## src/leadin_regs.svh

```systemverilog
// Register offsets, field positions, reset values and zone counts of the lead-in framer.
// Included by the framer module; definitions only.
`ifndef LEADIN_REGS_SVH
`define LEADIN_REGS_SVH

// ----------------------------------------------------------------------------
// Register byte addresses
// ----------------------------------------------------------------------------
`define OFS_CTRL            12'h000
`define OFS_LAST_ADDR       12'h004
`define OFS_BORDER_OUT      12'h008
`define OFS_BORDER_IN       12'h00c
`define OFS_STATUS          12'h010

// ----------------------------------------------------------------------------
// Control and status fields
// ----------------------------------------------------------------------------
`define CTRL_START_PFI      0
`define CTRL_START_LEADIN   1
`define CTRL_SINGLE_PASS    2
`define CTRL_SIZE_80MM      3
`define CTRL_RATE_LO        4
`define CTRL_BARCODE        8
`define STAT_BUSY           0
`define STAT_FMT_ERR        1
`define STAT_STATE_LO       2

// ----------------------------------------------------------------------------
// Reset values and codes
// ----------------------------------------------------------------------------
`define RATE_2M52           4'h0
`define RATE_5M04           4'h1
`define RATE_10M08          4'h2
`define RATE_UNSPEC         4'hf
`define CAT_VERSION         8'h25
`define STRUCT_CODE         8'h02
`define DATA_START_MID      8'h03
`define BARCODE_RSV_MASK    8'h7f
`define REF_FILL            8'hac
`define PRE_RECMGMT_START   32'h0002fe10
`define PRE_PFI_START       32'h0002ffa0

// ----------------------------------------------------------------------------
// Zone geometry in sectors, byte positions
// ----------------------------------------------------------------------------
`define SECTOR_BYTES        12'd2048
`define ECC_SECTORS         12'd16
`define REF_SECTORS         12'd32
`define BUF1_SECTORS        12'd480
`define CDZ_SECTORS         12'd3072
`define REF_SCRAMBLE_BYTES  11'd160
`define PSN_REF             24'h02f000
`define PSN_BUF1            24'h02f020
`define PSN_CDZ             24'h02f200

`endif
```

## src/leadin_pkg.sv

```systemverilog
// Types shared by the lead-in framer.
// Assumes leadin_regs.svh carries the numeric constants.
package leadin_pkg;

    // Zone being emitted, one-hot
    typedef enum logic [4:0] {
        ST_IDLE = 5'b00001,
        ST_PFI  = 5'b00010,
        ST_REF  = 5'b00100,
        ST_BUF  = 5'b01000,
        ST_CDZ  = 5'b10000
    } zone_t;

endpackage : leadin_pkg

```

## src/lead_in_format_info_framer.sv

```systemverilog
// Lead-in sector framer: format information sector, reference code, buffer 1, control data.
// Assumes an APB master on pclk and a sector encoder that takes one byte per
// cycle with valid/ready; scrambling and ECC are done downstream.
//
// Overview of operation
// - Format sector is 2048 bytes, fixed field positions
// - Byte 0 is category 0010, version 0101
// - Byte 1 low nibble is rate code
// - Byte 1 high nibble: 120 mm or 80 mm
// - Byte 2 layer type 0010, rest zero
// - Byte 3 is zero: pitch and bit length
// - Bytes 4-8 give data zone start 030000
// - Bytes 9-11 last recorded or end address
// - Unused byte ranges are driven zero
// - Byte 16 bit 7 flags barcode area
// - Incremental mode: border-out and next border-in
// - Single pass mode: bytes 32-39 zero
// - Reference zone: 32 sectors of AC bytes
// - Reference zone unscrambled except first 160 bytes of each block's sector 0
// - Buffer 1: 480 zero sectors, last block guard
// - Pre-recorded area starts at control data zone, after guard
// - Control data zone: 192 blocks from 193024
// - Block sector 0 format info, sector 1 manufacturing
// - Pre-recorded variant points at extra border zone
// - Pre-recorded bytes 32-39: 02FE10 and 02FFA0
// - ECC block is 16 sectors
`timescale 1ns/1ps
`include "leadin_regs.svh"

module lead_in_format_info_framer (
    input  wire logic                 pclk,
    input  wire logic                 presetn,
    input  wire logic                 psel,
    input  wire logic                 penable,
    input  wire logic                 pwrite,
    input  wire logic [11:0]          paddr,
    input  wire logic [31:0]          pwdata,
    output logic      [31:0]          prdata,
    output logic                      pready,
    output logic                      pslverr,
    output logic                      out_valid,
    input  wire logic                 out_ready,
    output logic      [7:0]           out_data,
    output logic                      out_first,
    output logic                      out_last,
    output logic                      out_scramble,
    output logic                      out_guard,
    output logic                      out_prerec,
    output logic      [23:0]          out_sector,
    input  wire logic                 rx_valid,
    input  wire logic                 rx_first,
    input  wire logic [7:0]           rx_byte
);
    import leadin_pkg::*;

    // ------------------------------------------------------------------------
    // Field encoding and checking
    // ------------------------------------------------------------------------
    // Byte of a format information sector at a position
    function automatic logic [7:0] pfi_byte(input logic [10:0] pos, input logic prerec,
                                            input logic single, input logic size80,
                                            input logic [3:0] rate, input logic bca,
                                            input logic [23:0] last, input logic [31:0] bout,
                                            input logic [31:0] bin);
        logic [31:0] w;
        w = 32'h0;
        if (prerec)
            w = (pos < 11'd36) ? `PRE_RECMGMT_START : `PRE_PFI_START;
        else if (!single)
            w = (pos < 11'd36) ? bout : bin;
        case (pos)
            11'd0:   pfi_byte = `CAT_VERSION;
            11'd1:   pfi_byte = {3'b000, size80, rate};
            11'd2:   pfi_byte = `STRUCT_CODE;
            11'd5:   pfi_byte = `DATA_START_MID;
            11'd9:   pfi_byte = last[23:16];
            11'd10:  pfi_byte = last[15:8];
            11'd11:  pfi_byte = last[7:0];
            11'd16:  pfi_byte = {bca, 7'h00};
            11'd32, 11'd33, 11'd34, 11'd35, 11'd36, 11'd37, 11'd38, 11'd39:
                     pfi_byte = w[{~pos[1:0], 3'b000} +: 8];
            default: pfi_byte = 8'h00;
        endcase
    endfunction : pfi_byte

    // Whether a received byte holds a permitted code at its position
    function automatic logic pfi_legal(input logic [10:0] pos, input logic [7:0] b);
        case (pos)
            11'd0:   pfi_legal = (b == `CAT_VERSION);
            11'd1:   pfi_legal = (b[7:5] == 3'b000) && ((b[3:0] == `RATE_2M52) ||
                                 (b[3:0] == `RATE_5M04) || (b[3:0] == `RATE_10M08) ||
                                 (b[3:0] == `RATE_UNSPEC));
            11'd2:   pfi_legal = (b == `STRUCT_CODE);
            11'd5:   pfi_legal = (b == `DATA_START_MID);
            11'd9, 11'd10, 11'd11, 11'd32, 11'd33, 11'd34, 11'd35, 11'd36, 11'd37,
            11'd38, 11'd39:
                     pfi_legal = 1'b1;
            11'd16:  pfi_legal = ((b & `BARCODE_RSV_MASK) == 8'h00);
            default: pfi_legal = (b == 8'h00);
        endcase
    endfunction : pfi_legal

    // ------------------------------------------------------------------------
    // Registers
    // ------------------------------------------------------------------------
    logic        single_reg;
    logic        size80_reg;
    logic [3:0]  rate_reg;
    logic        bca_reg;
    logic [23:0] last_reg;
    logic [31:0] bout_reg;
    logic [31:0] bin_reg;
    logic        fmt_err_reg;
    logic        go_pfi;
    logic        go_leadin;
    logic        wr_acc;
    logic [3:0]  rate_next;
    zone_t       state_reg;
    logic [11:0] sec_reg;
    logic [10:0] pos_reg;
    logic [10:0] rx_pos_reg;
    logic [10:0] opos_reg;
    zone_t       ozone_reg;
    logic        ld;
    logic        mapped;

    assign wr_acc    = psel && penable && pready && pwrite;
    assign go_pfi    = wr_acc && (paddr == `OFS_CTRL) && pwdata[`CTRL_START_PFI];
    assign go_leadin = wr_acc && (paddr == `OFS_CTRL) && pwdata[`CTRL_START_LEADIN];
    assign mapped    = (paddr == `OFS_CTRL) || (paddr == `OFS_LAST_ADDR) ||
                       (paddr == `OFS_BORDER_OUT) || (paddr == `OFS_BORDER_IN) ||
                       (paddr == `OFS_STATUS);
    // Only permitted rate codes are stored, anything else means unspecified
    assign rate_next = (pwdata[7:4] <= `RATE_10M08) ? pwdata[7:4] : `RATE_UNSPEC;

    // APB answer: one wait-free access phase, read data captured in setup
    always_ff @(posedge pclk or negedge presetn) begin
        if (!presetn) begin
            pready  <= 1'b0;
            pslverr <= 1'b0;
            prdata  <= 32'h0;
        end else if (psel && !penable) begin
            pready  <= 1'b1;
            pslverr <= !mapped;
            case (paddr)
                `OFS_CTRL:       prdata <= {23'h0, bca_reg, rate_reg, size80_reg,
                                            single_reg, 2'b00};
                `OFS_LAST_ADDR:  prdata <= {8'h00, last_reg};
                `OFS_BORDER_OUT: prdata <= bout_reg;
                `OFS_BORDER_IN:  prdata <= bin_reg;
                `OFS_STATUS:     prdata <= {25'h0, state_reg, fmt_err_reg,
                                            (state_reg != ST_IDLE)};
                default:         prdata <= 32'h0;
            endcase
        end else begin
            pready  <= 1'b0;
            pslverr <= 1'b0;
        end
    end

    // Configuration writes; the size field is a single bit so no other code exists
    always_ff @(posedge pclk or negedge presetn) begin
        if (!presetn) begin
            single_reg <= 1'b0;
            size80_reg <= 1'b0;
            rate_reg   <= `RATE_UNSPEC;
            bca_reg    <= 1'b0;
            last_reg   <= 24'h0;
            bout_reg   <= 32'h0;
            bin_reg    <= 32'h0;
        end else if (wr_acc) begin
            case (paddr)
                `OFS_CTRL: begin
                    single_reg <= pwdata[`CTRL_SINGLE_PASS];
                    size80_reg <= pwdata[`CTRL_SIZE_80MM];
                    rate_reg   <= rate_next;
                    bca_reg    <= pwdata[`CTRL_BARCODE];
                end
                `OFS_LAST_ADDR:  last_reg <= pwdata[23:0];
                `OFS_BORDER_OUT: bout_reg <= pwdata;
                `OFS_BORDER_IN:  bin_reg  <= pwdata;
                default: ;
            endcase
        end
    end

    // ------------------------------------------------------------------------
    // Zone sequencer
    // ------------------------------------------------------------------------
    // Output register may take a new byte when empty or being drained
    assign ld = !out_valid || out_ready;

    logic sec_end;
    assign sec_end = (pos_reg == 11'(`SECTOR_BYTES - 12'd1));

    // Walk bytes then sectors; zone order reference, buffer 1, control data
    always_ff @(posedge pclk or negedge presetn) begin
        if (!presetn) begin
            state_reg <= ST_IDLE;
            sec_reg   <= 12'h0;
            pos_reg   <= 11'h0;
        end else if (state_reg == ST_IDLE) begin
            pos_reg <= 11'h0;
            sec_reg <= 12'h0;
            if (go_leadin)
                state_reg <= ST_REF;
            else if (go_pfi)
                state_reg <= ST_PFI;
        end else if (ld) begin
            pos_reg <= pos_reg + 11'd1;
            if (sec_end) begin
                sec_reg <= sec_reg + 12'd1;
                case (state_reg)
                    ST_PFI: state_reg <= ST_IDLE;
                    ST_REF: if (sec_reg == `REF_SECTORS - 12'd1) begin
                        state_reg <= ST_BUF;
                        sec_reg   <= 12'h0;
                    end
                    ST_BUF: if (sec_reg == `BUF1_SECTORS - 12'd1) begin
                        state_reg <= ST_CDZ;
                        sec_reg   <= 12'h0;
                    end
                    ST_CDZ: if (sec_reg == `CDZ_SECTORS - 12'd1)
                        state_reg <= ST_IDLE;
                    default: state_reg <= ST_IDLE;
                endcase
            end
        end
    end

    // Byte content of the current slot
    logic [7:0]  byte_now;
    logic [23:0] psn_now;
    logic        blk0;
    assign blk0 = (sec_reg[3:0] == 4'h0);
    always_comb begin
        byte_now = 8'h00;
        psn_now  = 24'h0;
        case (state_reg)
            ST_PFI: byte_now = pfi_byte(pos_reg, 1'b0, single_reg, size80_reg, rate_reg,
                                        bca_reg, last_reg, bout_reg, bin_reg);
            ST_REF: begin
                byte_now = `REF_FILL;
                psn_now  = `PSN_REF + {12'h0, sec_reg};
            end
            ST_BUF: psn_now = `PSN_BUF1 + {12'h0, sec_reg};
            ST_CDZ: begin
                psn_now = `PSN_CDZ + {12'h0, sec_reg};
                // Sector 1 carries manufacturing data; nothing is defined, so zeros
                if (blk0)
                    byte_now = pfi_byte(pos_reg, 1'b1, single_reg, size80_reg, rate_reg,
                                        bca_reg, last_reg, bout_reg, bin_reg);
            end
            default: byte_now = 8'h00;
        endcase
    end

    // Output stage; stalls hold every field stable
    always_ff @(posedge pclk or negedge presetn) begin
        if (!presetn) begin
            out_valid    <= 1'b0;
            out_data     <= 8'h00;
            out_first    <= 1'b0;
            out_last     <= 1'b0;
            out_scramble <= 1'b0;
            out_guard    <= 1'b0;
            out_prerec   <= 1'b0;
            out_sector   <= 24'h0;
            opos_reg     <= 11'h0;
            ozone_reg    <= ST_IDLE;
        end else if (ld) begin
            out_valid    <= (state_reg != ST_IDLE);
            out_data     <= byte_now;
            out_first    <= (pos_reg == 11'h0);
            out_last     <= sec_end;
            // Reference frames bypass scrambling except the block-head stretch
            out_scramble <= (state_reg != ST_REF) ||
                            (blk0 && pos_reg < `REF_SCRAMBLE_BYTES);
            // Last block of buffer 1 is the guard area, later linking loss
            out_guard    <= (state_reg == ST_BUF) &&
                            (sec_reg >= `BUF1_SECTORS - `ECC_SECTORS);
            out_prerec   <= (state_reg == ST_CDZ);
            out_sector   <= psn_now;
            opos_reg     <= pos_reg;
            ozone_reg    <= state_reg;
        end
    end

    // ------------------------------------------------------------------------
    // Received format sector checker
    // ------------------------------------------------------------------------
    // Position tracks the incoming sector; the first marker restarts at byte 0
    always_ff @(posedge pclk or negedge presetn) begin
        if (!presetn)
            rx_pos_reg <= 11'h0;
        else if (rx_valid)
            rx_pos_reg <= rx_first ? 11'd1 : rx_pos_reg + 11'd1;
    end

    // Sticky error, write one to clear; a fresh error wins over the clear
    logic [10:0] rx_pos_now;
    logic        rx_bad;
    assign rx_pos_now = rx_first ? 11'h0 : rx_pos_reg;
    assign rx_bad     = rx_valid && !pfi_legal(rx_pos_now, rx_byte);
    always_ff @(posedge pclk or negedge presetn) begin
        if (!presetn)
            fmt_err_reg <= 1'b0;
        else if (rx_bad)
            fmt_err_reg <= 1'b1;
        else if (wr_acc && paddr == `OFS_STATUS && pwdata[`STAT_FMT_ERR])
            fmt_err_reg <= 1'b0;
    end

    logic pfi_out;
    assign pfi_out = out_valid && (ozone_reg == ST_PFI || (out_prerec && out_sector[3:0] == 4'h0));
endmodule : lead_in_format_info_framer

```

## config.mk

```make
export PLATFORM = sky130hd
export DESIGN_NAME = lead_in_format_info_framer
export DESIGN_NICKNAME = d
export VERILOG_FILES = /design/src/leadin_pkg.sv /design/src/lead_in_format_info_framer.sv
export VERILOG_INCLUDE_DIRS = /design/src /design/src/src
export SDC_FILE = /design/constraint.sdc
export NUM_CORES = 1
export LEC_CHECK = 0
export BUFFER_PORTS_ARGS = -buffer_cell sky130_fd_sc_hd__buf_4
export CAP_MARGIN = 20
export CELL_PAD_IN_SITES_DETAIL_PLACEMENT = 1
export CELL_PAD_IN_SITES_GLOBAL_PLACEMENT = 1
export CORE_MARGIN = 4
export CORE_UTILIZATION = 50
export DETAILED_ROUTE_END_ITERATION = 6
export GPL_TIMING_DRIVEN = 1
export PLACE_DENSITY_LB_ADDON = 0.1
export SLEW_MARGIN = 20
export SYNTH_ARGS = -nofsm -noshare
export SYNTH_HDL_FRONTEND = slang
export SYNTH_SLANG_ARGS = --single-unit
```

## constraint.sdc

```tcl
create_clock -name pclk -period 8.2 [get_ports pclk]
set_input_delay 0.41 -clock pclk [delete_from_list [all_inputs] [get_ports pclk]]
set_output_delay 0.41 -clock pclk [all_outputs]
set_load 0.005 [all_outputs]
```

======== Word-level counts from Yosys, hierarchy flattened ========
Cells that the tools add are included.
Widths: inputs -> output; s select.
word-level totals
  flip-flop bits (word level) ............. 207
  bits in latches ......................... 0
  bits in writable memories ............... 0
  memory bits (read-only) ................. 0
  input bits .............................. 60
  output and inout port bits .............. 72
  word-level logic and storage cells ...... 173
  memories ................................ 0
operators by class
  $add $sub $neg .......................... 6
  multipliers ............................. 0
  divide/modulo/power cells ............... 0
  $lt $le $gt $ge ......................... 4
  equal/unequal tests ..................... 55
  shifts and indexed selects .............. 2
  mux-type cells .......................... 37
  bitwise gates (word level) .............. 1
  reductions and logical operators ........ 45
operator list
  cell                    count
  $eq 11x6->1 const B     16
  $mux 32                 5
  $pmux 32 s5             1
  $pmux 8 s9              2
  $eq 11x4->1 const B     6
  $shiftx 32x6->8         2
  $mux 12                 5
  $add 18x12->19 const A  3
  $pmux 19 s3             1
  $mux 11                 4
  $mux 5                  8
  $eq 12x4->1 const B     2
  $eq 12x5->1 const B     2
  $pmux 12 s2             1
  $pmux 8 s3              1
  $add 11x1->11 const B   2
  $eq 11x1->1 const B     2
  $eq 11x2->1 const B     2
  $eq 11x3->1 const B     2
  $eq 11x5->1 const B     2
  $logic_not 11->1        2
  $eq 8x2->1 const B      2
  $logic_not 8->1         2
  $pmux 5 s3              1
  38 further kinds        74

======== Depth between registers and ports, before layout ========
Gate-level depths: netlist (run 1).
  depth after elaboration ................. 9
  mapped depth ............................ 10
  gate-level depth less buffers ........... 8

======== Least setup slack after synthesis (run 1) ========
OpenSTA, ideal clock, no wires.
  kind .................................... register -> register
  start point ............................. register pos_reg[0]
  end point ............................... register out_data[5]
  library setup time ...................... 126 ps
  data arrival time ....................... 2546 ps
  required time ........................... 8074 ps
  slack ................................... 5528 ps
  stages on the path, launching flop included .. 11
  path buffers ............................ 2
  cells stage by stage .................... dfrtp_1 -> buf_2 -> inv_1 -> ha_1 -> nor4_1 -> or3_1 -> or4_1 -> clkbuf_1 -> nor2_1 -> a311o_1 -> a221o_1
on the way
  word-level cells in the longest chain between the ends .. 8
RTL lines
  item                    line                               RTL
  from (decl)             lead_in_format_info_framer.sv:120  logic [10:0] pos_reg;
  from (signal assigned)  lead_in_format_info_framer.sv:210  pos_reg <= pos_reg + 11'd1;
  $lt 11x6->1             --
  $mux 9 (no line)        --
  $mux 32                 lead_in_format_info_framer.sv:250  if (blk0)
  $mux 32                 lead_in_format_info_framer.sv:239  case (state_reg)
  $shiftx 32x6->8         lead_in_format_info_framer.sv:81   pfi_byte = w[{~pos[1:0], 3'b000} +: 8];
  $pmux 8 s9              lead_in_format_info_framer.sv:71   case (pos)
  $mux 8                  lead_in_format_info_framer.sv:250
  $pmux 8 s3 *            lead_in_format_info_framer.sv:239
  to (signal assigned)    lead_in_format_info_framer.sv:273  out_data <= byte_now;
  to (decl)               lead_in_format_info_framer.sv:43   output logic [7:0] out_data,
Every way passes the cells marked *; elsewhere a longest branch is shown, timed or not. The select of a mux whose other input is x is not followed.
A chain may end at the register's enable or synchronous reset.

======== Worst setup path in the final report (run 1) ========
  start point ............................. register pos_reg[1]
  end point ............................... register out_data[5]
Same word-level chain as after synthesis.

==> results of run 1 <==
[cell families (layout without fill, tap and decap cells)]
family | after synthesis | after routing | share of synthesized area, %
other | 1 | 6 | 0.0355
multiplexers | 147 | 147 | 16.7
buffers and inverters | 87 | 192 | 4.46
AO/OA/AOI/OAI | 226 | 226 | 15.3
flip-flops | 201 | 201 | 47.6
XOR/XNOR | 15 | 15 | 1.24
AND/OR/NAND/NOR | 278 | 278 | 13.4
adder cells (fa/ha/maj) | 10 | 10 | 1.18
[path summary, 6_finish.rpt]
check	endpoint	slack, ns
max	out_data[5]	4.53
min	bout_reg[27]	0.14
max reg2reg	out_data[5]	4.53
min reg2reg	prdata[21]	0.48
max in group asynchronous	state_reg[3]	6.36
min in group asynchronous	out_sector[8]	0.48
[worst reg2reg max path, delay by kind of cell, from the launching register on]
family | cells | cell delay, ns
buffers and inverters | 1 | 0.39
and+or+nand+nor | 4 | 1.04
adders and majority gates | 1 | 0.50
AOI/OAI and AO/OA | 2 | 0.67
DFF | 1 | 0.95
[layout by cell type (no fill, tap or decap), types with 7 or more instances in the layout]
cell / netlist / final
dfrtp_1: 196 / 196
buf_4: 9 / 134
mux2_2: 108 / 108
nand2_1: 89 / 89
nor2_1: 69 / 69
o21ai_0: 44 / 44
a21oi_1: 36 / 36
a22oi_1: 27 / 27
mux2i_1: 25 / 25
clkbuf_16: 0 / 23
nand3_1: 22 / 22
o31ai_1: 19 / 19
inv_1: 14 / 14
nor3_1: 14 / 14
mux4_2: 13 / 13
and3_1: 12 / 12
a22o_1: 12 / 12
xor2_1: 12 / 12
ha_1: 10 / 10
nand4_1: 9 / 9
a221o_1: 9 / 9
a221oi_1: 9 / 9
nor4_1: 8 / 8
clkbuf_8: 2 / 8
a31oi_1: 7 / 7
a222oi_1: 7 / 7
[power by group]
part	internal (uW)	switching, uW	total (uW)	leakage (uW)
sequential	1020	89.9	1110	0.00273
combinational	169	263	432	0.00260
clock	611	414	1020	0.000366
[layer usage]
layer | routed length, um | vias to the layer above | global-route usage (%)
li1 | - | 3780 | -
met1 | 15000 | 4440 | 41.7
met2 | 15500 | 304 | 44.3
met3 | 2200 | 39 | 4.52
met4 | 414 | 4 | 4.58
met5 | 27 | - | 0
[what timing repair did]
action	CTS	global route
hold buffers	1	0
endpoints found under the setup margin	0	0
setup buffers	0	0
endpoints found under the hold margin	63	0
[cell type report]
class	instances	area, um2
Fill cell	2185	8180
Clock inverter	6	63.8
Clock buffer	35	691
Multi-Input combinational cell	682	5100
Sequential cell	201	5040
Inverter	15	56.3
Timing Repair Buffer	136	1030
Tap cell	270	338
[metrics by stage]
| stage | setup slack [ns] | utilization [%] | cell area (um2) |
|---|---|---|---|
| final | 4.53 | 60.1 | 12300 |
| after global routing | 4.46 | 60.1 | 12300 |
| after CTS | 4.68 | 60.1 | 12300 |
| after detailed placement | 4.73 | 56.4 | 11500 |
| after global placement | 4.87 | 56.4 | 11500 |
| after floorplan | 5.53 | - | 10600 |
==> metrics.yaml, run 1 <==
synthesis:
  synthDistinctLibCells: 89
  synth_warnings: 0
  synth-seq-cells: 201
  syn_avg_cell_area_um2: 11.0
  synth_ff_type: "dfrtp_1"
  ys_seq_area_share_pct: 47.6
  synth_common_cells: "dfrtp_1 (196), mux2_2 (108), nand2_1 (89), nor2_1 (69), o21ai_0 (44)"
  synth_area_leader_cell: "dfrtp_1"
  syn_inst: 965
  synth.most_common_cell: "dfrtp_1"
  ys_async_sr_fraction_pct: 100
  synth_edf_count: 0
  syn_area_mm2: 0.0106
  ys_top_cells_by_area: "dfrtp_1 (46%), mux2_2 (11%), nand2_1 (3.2%)"
  yosys.area.top_type_share_pct: 46.4
global_routing:
  grt-ovfl-total: 0
  track_usage_pct: 28.0
  grt_pass1_wl_mm: 52.9
  grt_antenna_before_repair: 2
  grt_pass1_vias: 8891
  grt_max_degree: 70
worst_setup_path:
  crit_buf_inv: 1
  crit_path_start: "pos_reg[1]"
  cp-start-kind: "flip-flop"
  crit_type: "flip-flop to flip-flop"
  crit_cells: 8
  cp_cell_sequence: "inv_1 > ha_1 > nor4_1 > or3_1 > or4_1 > nor2_1 > a311o_1 > a221o_1"
  worstPathRequired_ns: 8.60
  cp_slowest_cell: "dfrtp_1"
  critPathArrivalTime_ns: 4.07
  max_stage_delay_ns: 0.95
  endpoint_kind: "flip-flop"
  reg2regPathDepth: 8
  timing.rr.start: "pos_reg[1]"
  crit_family: "simple AND/OR/NAND/NOR gates"
  path_max_fanout: 20
sta:
  holdWs_ns: 0.136
  setup_viol: 0
  hold_violations: 0
  tns_ns: 0
  max_freq_mhz: 272
  finClkSkew_ns: 0.0216
  rsz0062_at_grt: "no"
  slew_headroom_pct: 25.3
  finalMaxSlewViolations: 0
  min_period_over_period_pct: 44.8
  worstMarginPinSlew_ns: 1.12
  min_period_ns: 3.67
routing:
  via_per_inst: 6.37
  postRouteAntennaNets: 0
  drtIter0Drc: 663
  vias: 8567
  firstDrtPassIters: 7
  wl_per_cell_um: 24.6
  wirelength_mm: 33.1
  route.detailed.drc: 0
floorplanning:
  rows: 52
  start_util_pct: 51.6
  io_pins: 132
  fp.dieW_um: 153
  die_h_um: 153
  die_area_mm2: 0.0235
  core_mm2: 0.0205
cts:
  clock_path_buffers: 3
  cts_tree: "yes"
  htreeDepth: 1
  path_clk_slew_ns: 0.06
  clock_sinks: 201
  cts_buffers: 23
  post_cts_resize_count: 0
  root_buffer: "clkbuf_16"
  clock_latency_ns: 0.52
placement:
  dp.final_hpwl_mm: 23.2
  numPortBuffers: 125
  placed_cells: 1303
  place_congestion: 0.909
layout:
  drive_gt1_share_pct: 30.1
  syn2layout_area_growth_pct: 16.4
  instances_no_fill: 1345
  antenna_cells: 0
  nets: 1129
pwr:
  powerDensity_mw_per_mm2: 208
  leakagePower_uw: 0.00569
  p_total_uw: 2560
  vdd_drop_max_mv: 0.145
flow_run:
  max-cap-violations: 0
hold_path:
  hold_path.class: "primary input to flip-flop"
  worstHoldStart: "pwdata[27]"
  hold_depth: 2
run_status:
  status: "complete, no violations"
No activity file was read; power rests on OpenSTA's default activity.
==> run 2: changes to the inputs <==
--- a/config.mk
+++ b/config.mk
@@ -11,7 +11,7 @@
 export CELL_PAD_IN_SITES_DETAIL_PLACEMENT = 1
 export CELL_PAD_IN_SITES_GLOBAL_PLACEMENT = 1
 export CORE_MARGIN = 4
-export CORE_UTILIZATION = 50
+export CORE_UTILIZATION = 47
 export DETAILED_ROUTE_END_ITERATION = 6
 export GPL_TIMING_DRIVEN = 1
 export PLACE_DENSITY_LB_ADDON = 0.1
==> constraint.sdc (replaced) <==
create_clock -name pclk -period 3.5 [get_ports pclk]
set_input_delay 0.175 -clock pclk [delete_from_list [all_inputs] [get_ports pclk]]
set_output_delay 0.175 -clock pclk [all_outputs]
set_load 0.005 [all_outputs]
==> metrics.yaml, run 2 (same netlist as run 1, synthesis figures left out) <==
run_status:
  status: "complete, no violations"
layout:
  syn2layout_area_growth_pct: 21.6
  nets: 1177
  antenna_cells: 0
  regArea_mm2: 0.00504
  layout_common_cells: "dfrtp_1 (196), buf_4 (144), mux2_2 (108)"
  fillerInstances: 2327
  final_common_cell: "dfrtp_1"
  drive_gt1_share_pct: 29.8
  instances_no_fill: 1405
  multiInputGateArea_mm2: 0.00510
sta:
  min_period_over_period_pct: 86.5
  setup_viol: 0
  finClkSkew_ns: 0.0178
  max_freq_mhz: 330
  worstMarginPinSlew_ns: 0.801
  finalMaxSlewViolations: 0
  slew_headroom_pct: 45.9
  rsz0062_at_grt: "no"
  hold_violations: 0
  tns_ns: 0
  min_period_ns: 3.03
global_routing:
  grt_pass1_vias: 9028
  grt_antenna_before_repair: 0
  track_usage_pct: 27.4
  grt-ovfl-total: 0
  grt_max_degree: 86
  grt_pass1_wl_mm: 53.5
routing:
  wirelength_mm: 34.0
  route.detailed.drc: 0
  via_per_inst: 6.22
  vias: 8734
  postRouteAntennaNets: 0
  drtIter0Drc: 609
  wl_per_cell_um: 24.2
  firstDrtPassIters: 7
worst_setup_path:
  worstPathRequired_ns: 3.89
  crit_family: "simple AND/OR/NAND/NOR gates"
  cp-start-kind: "flip-flop"
  path_max_fanout: 10
  timing.rr.start: "pos_reg[0]"
  cp_slowest_cell: "dfrtp_1"
  max_stage_delay_ns: 0.64
  crit_cells: 8
  reg2regPathDepth: 8
  crit_path_start: "pos_reg[0]"
  critPathCapture: "out_data[5]"
  r2r-end: "out_data[5]"
  cp_cell_sequence: "inv_1 > ha_1 > nor4_1 > or3_1 > or4_1 > nor2_1 > a311o_1 > a221o_1"
  critPathArrivalTime_ns: 3.42
  crit_type: "flip-flop to flip-flop"
  endpoint_kind: "flip-flop"
  crit_buf_inv: 1
  reg2reg_setup_slack_ns: 0.47
cts:
  cts_tree: "yes"
  clock_sinks: 201
  hold_buffers: 35
  post_cts_resize_count: 0
  postCtsSetupBuffers: 0
  cts_buffers: 24
  clock_latency_ns: 0.51
  root_buffer: "clkbuf_16"
  htreeDepth: 1
  path_clk_slew_ns: 0.06
  clock_path_buffers: 3
flow_run:
  max-cap-violations: 0
floorplanning:
  start_util_pct: 48.2
  die_area_mm2: 0.0250
  fp.dieW_um: 158
  core_mm2: 0.0220
  rows: 54
  die_h_um: 158
  io_pins: 132
placement:
  numPortBuffers: 125
  dp.final_hpwl_mm: 23.4
  place_congestion: 0.910
  placed_cells: 1326
hold_path:
  hold_path.class: "primary input to flip-flop"
pwr:
  powerDensity_mw_per_mm2: 490
  vdd_drop_max_mv: 0.365
  leakagePower_uw: 0.00593
run 2: cell count changes in the layout (fill, tap and decap cells not counted), sizes merged:
cell | before | now
dlygate4sd3 | 1 | 35
clkinv | 3 | 2
clkinvlp | 2 | 3
bufinv | 1 | 3
clkbuf | 36 | 37
buf | 134 | 147
run 2: final cells by class:
| type | count | area share, % |
|---|---|---|
| Multi-Input combinational cell | 682 | 39.6 |
| Timing Repair Buffer | 183 | 11.7 |
| Tap cell | 280 | 2.72 |
| Inverter | 15 | 0.438 |
| Clock buffer | 36 | 5.34 |
| Clock inverter | 8 | 1.03 |
| Sequential cell | 201 | 39.1 |
run 2: worst reg2reg max path, cell delays in order (launching register included):
cell and delay, ns:
dfrtp_1 0.64, inv_1 0.29, ha_1 0.38, nor4_1 0.39, or3_1 0.24, or4_1 0.24
nor2_1 0.08, a311o_1 0.32, a221o_1 0.33
run 2: worst min path at each step:
| stage | start | endpoint | slack [ns] | depth (start not counted) |
|---|---|---|---|---|
| final | paddr[8] | prdata[9] | 0.02 | 4 |
| after global routing | paddr[8] | prdata[9] | 0.03 | 4 |
| after CTS | paddr[8] | prdata[9] | 0.01 | 4 |
| after detailed placement | presetn | out_sector[14] | 0.28 | 1 |
| after global placement | presetn | out_sector[17] | 0.29 | 1 |
| after floorplan | presetn | bca_reg | -0.12 | 0 |
run 2: where the power goes:
part,switching [uW],internal [uW]
Sequential,130,2390
Clock,1010,1590
Combinational,725,466
run 2: metal layers:
metal,share of wire [%],track usage [%]
met1,45,40.6
met3,6.5,3.94
met4,2.1,6.13
met2,46,43.1
met5,0,0
run 2: stage by stage:
stage	area, um2	util, %	hold WS (ns)	power (uW)	worst slack, ns
6_report	12900	58.6	0.0210	6300	0.473
5_1_grt	12900	58.6	0.0331	6540	0.341
4_1_cts	12900	58.6	0.0130	6320	0.551
3_5_place_dp	11700	53.3	0.284	3690	0.585
3_3_place_gp	11700	53.3	0.288	3690	0.645
2_1_floorplan	10600	-	-0.121	3260	0.828
==> run 3: changes to the inputs <==
--- a/config.mk
+++ b/config.mk
@@ -10,8 +10,10 @@
 export CAP_MARGIN = 20
 export CELL_PAD_IN_SITES_DETAIL_PLACEMENT = 1
 export CELL_PAD_IN_SITES_GLOBAL_PLACEMENT = 1
+export CORE_ASPECT_RATIO = 0.8
 export CORE_MARGIN = 4
-export CORE_UTILIZATION = 47
+export CORE_UTILIZATION = 39
+export CTS_CLUSTER_DIAMETER = 60
 export DETAILED_ROUTE_END_ITERATION = 6
 export GPL_TIMING_DRIVEN = 1
 export PLACE_DENSITY_LB_ADDON = 0.1
==> metrics.yaml, run 3 (same netlist as run 1, synthesis figures left out) <==
global_routing:
  track_usage_pct: 23.0
  grt_antenna_before_repair: 1
  grt_pass1_wl_mm: 53.8
  grt-ovfl-total: 0
  grt_pass1_vias: 8665
  grt_max_degree: 93
pwr:
  sequentialPowerShare_pct: 38.5
  switching_share_pct: 29.9
  internal_power_uw: 4510
  power.share.clock_pct: 41.9
  powerDensity_mw_per_mm2: 495
  power_frac_comb_pct: 19.5
  switchingPower_uw: 1930
  vdd_drop_max_mv: 0.306
  leakagePower_uw: 0.00597
floorplanning:
  die_area_mm2: 0.0298
  fp.dieW_um: 192
  rows: 53
  die_h_um: 155
  io_pins: 132
  start_util_pct: 40.0
  core_mm2: 0.0265
layout:
  antenna_cells: 0
  syn2layout_area_growth_pct: 23.2
  final_common_cell: "dfrtp_1"
  fillerInstances: 2821
  nets: 1181
  layout_common_cells: "dfrtp_1 (196), buf_4 (148), mux2_2 (108)"
  drive_gt1_share_pct: 30.5
sta:
  setup_ws_ns: 0.665
  slew_headroom_pct: 38.9
  min_period_over_period_pct: 81.0
  tns_ns: 0
  finClkSkew_ns: 0.0107
  finalMaxSlewViolations: 0
  min_period_ns: 2.84
  rsz0062_at_grt: "no"
  max_freq_mhz: 353
  hold_violations: 0
  worstMarginPinSlew_ns: 0.910
  holdWs_ns: 0.0522
  setup_viol: 0
worst_setup_path:
  cp-start-kind: "flip-flop"
  reg2reg_setup_slack_ns: 0.66
  r2r-end: "out_data[6]"
  critPathArrivalTime_ns: 3.25
  endpoint_kind: "flip-flop"
  reg2regPathDepth: 8
  path_max_fanout: 9
  timing.rr.start: "pos_reg[0]"
  worstPathRequired_ns: 3.92
  crit_type: "flip-flop to flip-flop"
routing:
  vias: 8543
  postRouteAntennaNets: 0
  drtIter0Drc: 461
  via_per_inst: 5.75
  route.detailed.drc: 2
  firstDrtPassIters: 7
  wirelength_mm: 34.6
  wl_per_cell_um: 23.3
run_status:
  violations: "DRC"
  status: "complete, but fails checks"
placement:
  place_congestion: 0.915
  numPortBuffers: 125
  dp.final_hpwl_mm: 24.7
  dp_slack_ns: 0.784
cts:
  clock_latency_ns: 0.52
  clock_path_buffers: 3
  cts_buffers: 24
  path_clk_slew_ns: 0.06
  root_buffer: "clkbuf_16"
  hold_buffers: 35
  post_cts_resize_count: 0
  htreeDepth: 1
  postCtsSetupBuffers: 0
  cts_tree: "yes"
  clock_sinks: 201
hold_path:
  holdPathEnd: "pslverr"
  hold_depth: 3
  hold_path.class: "primary input to flip-flop"
  worstHoldStart: "paddr[4]"
flow_run:
  max-cap-violations: 0
run 3: cell count changes in the layout (fill, tap and decap cells not counted):
cell       change
bufinv_16      +1
buf_4          +4
inv_8          -1
clkbuf_1       -5
clkbuf_8       +1
inv_6          +1
clkinv_2       +3
run 3: per-layer routing:
metal	vias up	GRT usage (%)	part of all wire, %
met5	-	0	0
met4	0	4.28	1.7
met3	37	3.43	5.8
met2	228	32.9	43
met1	4395	37.0	50
li1	3883	-	-
run 3: layout make-up:
type                    count  area, um2  share of cell area, %
multi-input cells         682       5100                   39.1
repair buffers            187       1540                   11.8
clock inverters            12        175                   1.34
clock buffers              32        682                   5.23
inverters                  15       56.3                  0.432
well taps                 357        447                   3.43
flip-flops and latches    201       5040                   38.7
run 3: worst max path at each step:
stage	from	endpoint	slack, ns	cells after the start
5_1_grt	pos_reg[0]	out_data[5]	0.40	8
2_1_floorplan	pos_reg[0]	out_data[5]	0.83	10
3_3_place_gp	pos_reg[0]	out_data[5]	0.84	8
3_5_place_dp	pos_reg[0]	out_data[5]	0.78	8
4_1_cts	pos_reg[0]	out_data[6]	0.69	8
6_report	pos_reg[0]	out_data[6]	0.66	8
run 3: power by group through the flow:
stage	Combinational (uW)	Sequential, uW	Clock, uW
after floorplan	787	2470	0
after global placement	1200	2520	0
after detailed placement	1210	2520	0
after CTS	1250	2480	2760
after global routing	1350	2490	2870
final	1260	2480	2700
run 3: worst max-delay path, stage by stage (launching register included):
cell and delay, ns:
dfrtp_1 0.50, inv_1 0.28, ha_1 0.31, nor4_1 0.10
or3_1 0.42, or4_1 0.63, o32ai_1 0.21, a21oi_1 0.09
o31ai_1 0.21
run 3: metrics by stage:
stage | std cells | util [%] | total power (uW) | cell area (um2)
floorplan | 970 | - | 3260 | 10600
global placement | 1407 | 44.7 | 3720 | 11800
detailed placement | 1407 | 44.7 | 3730 | 11800
CTS | 1486 | 49.2 | 6480 | 13000
global route | 1486 | 49.2 | 6710 | 13000
finish | 1486 | 49.2 | 6440 | 13000
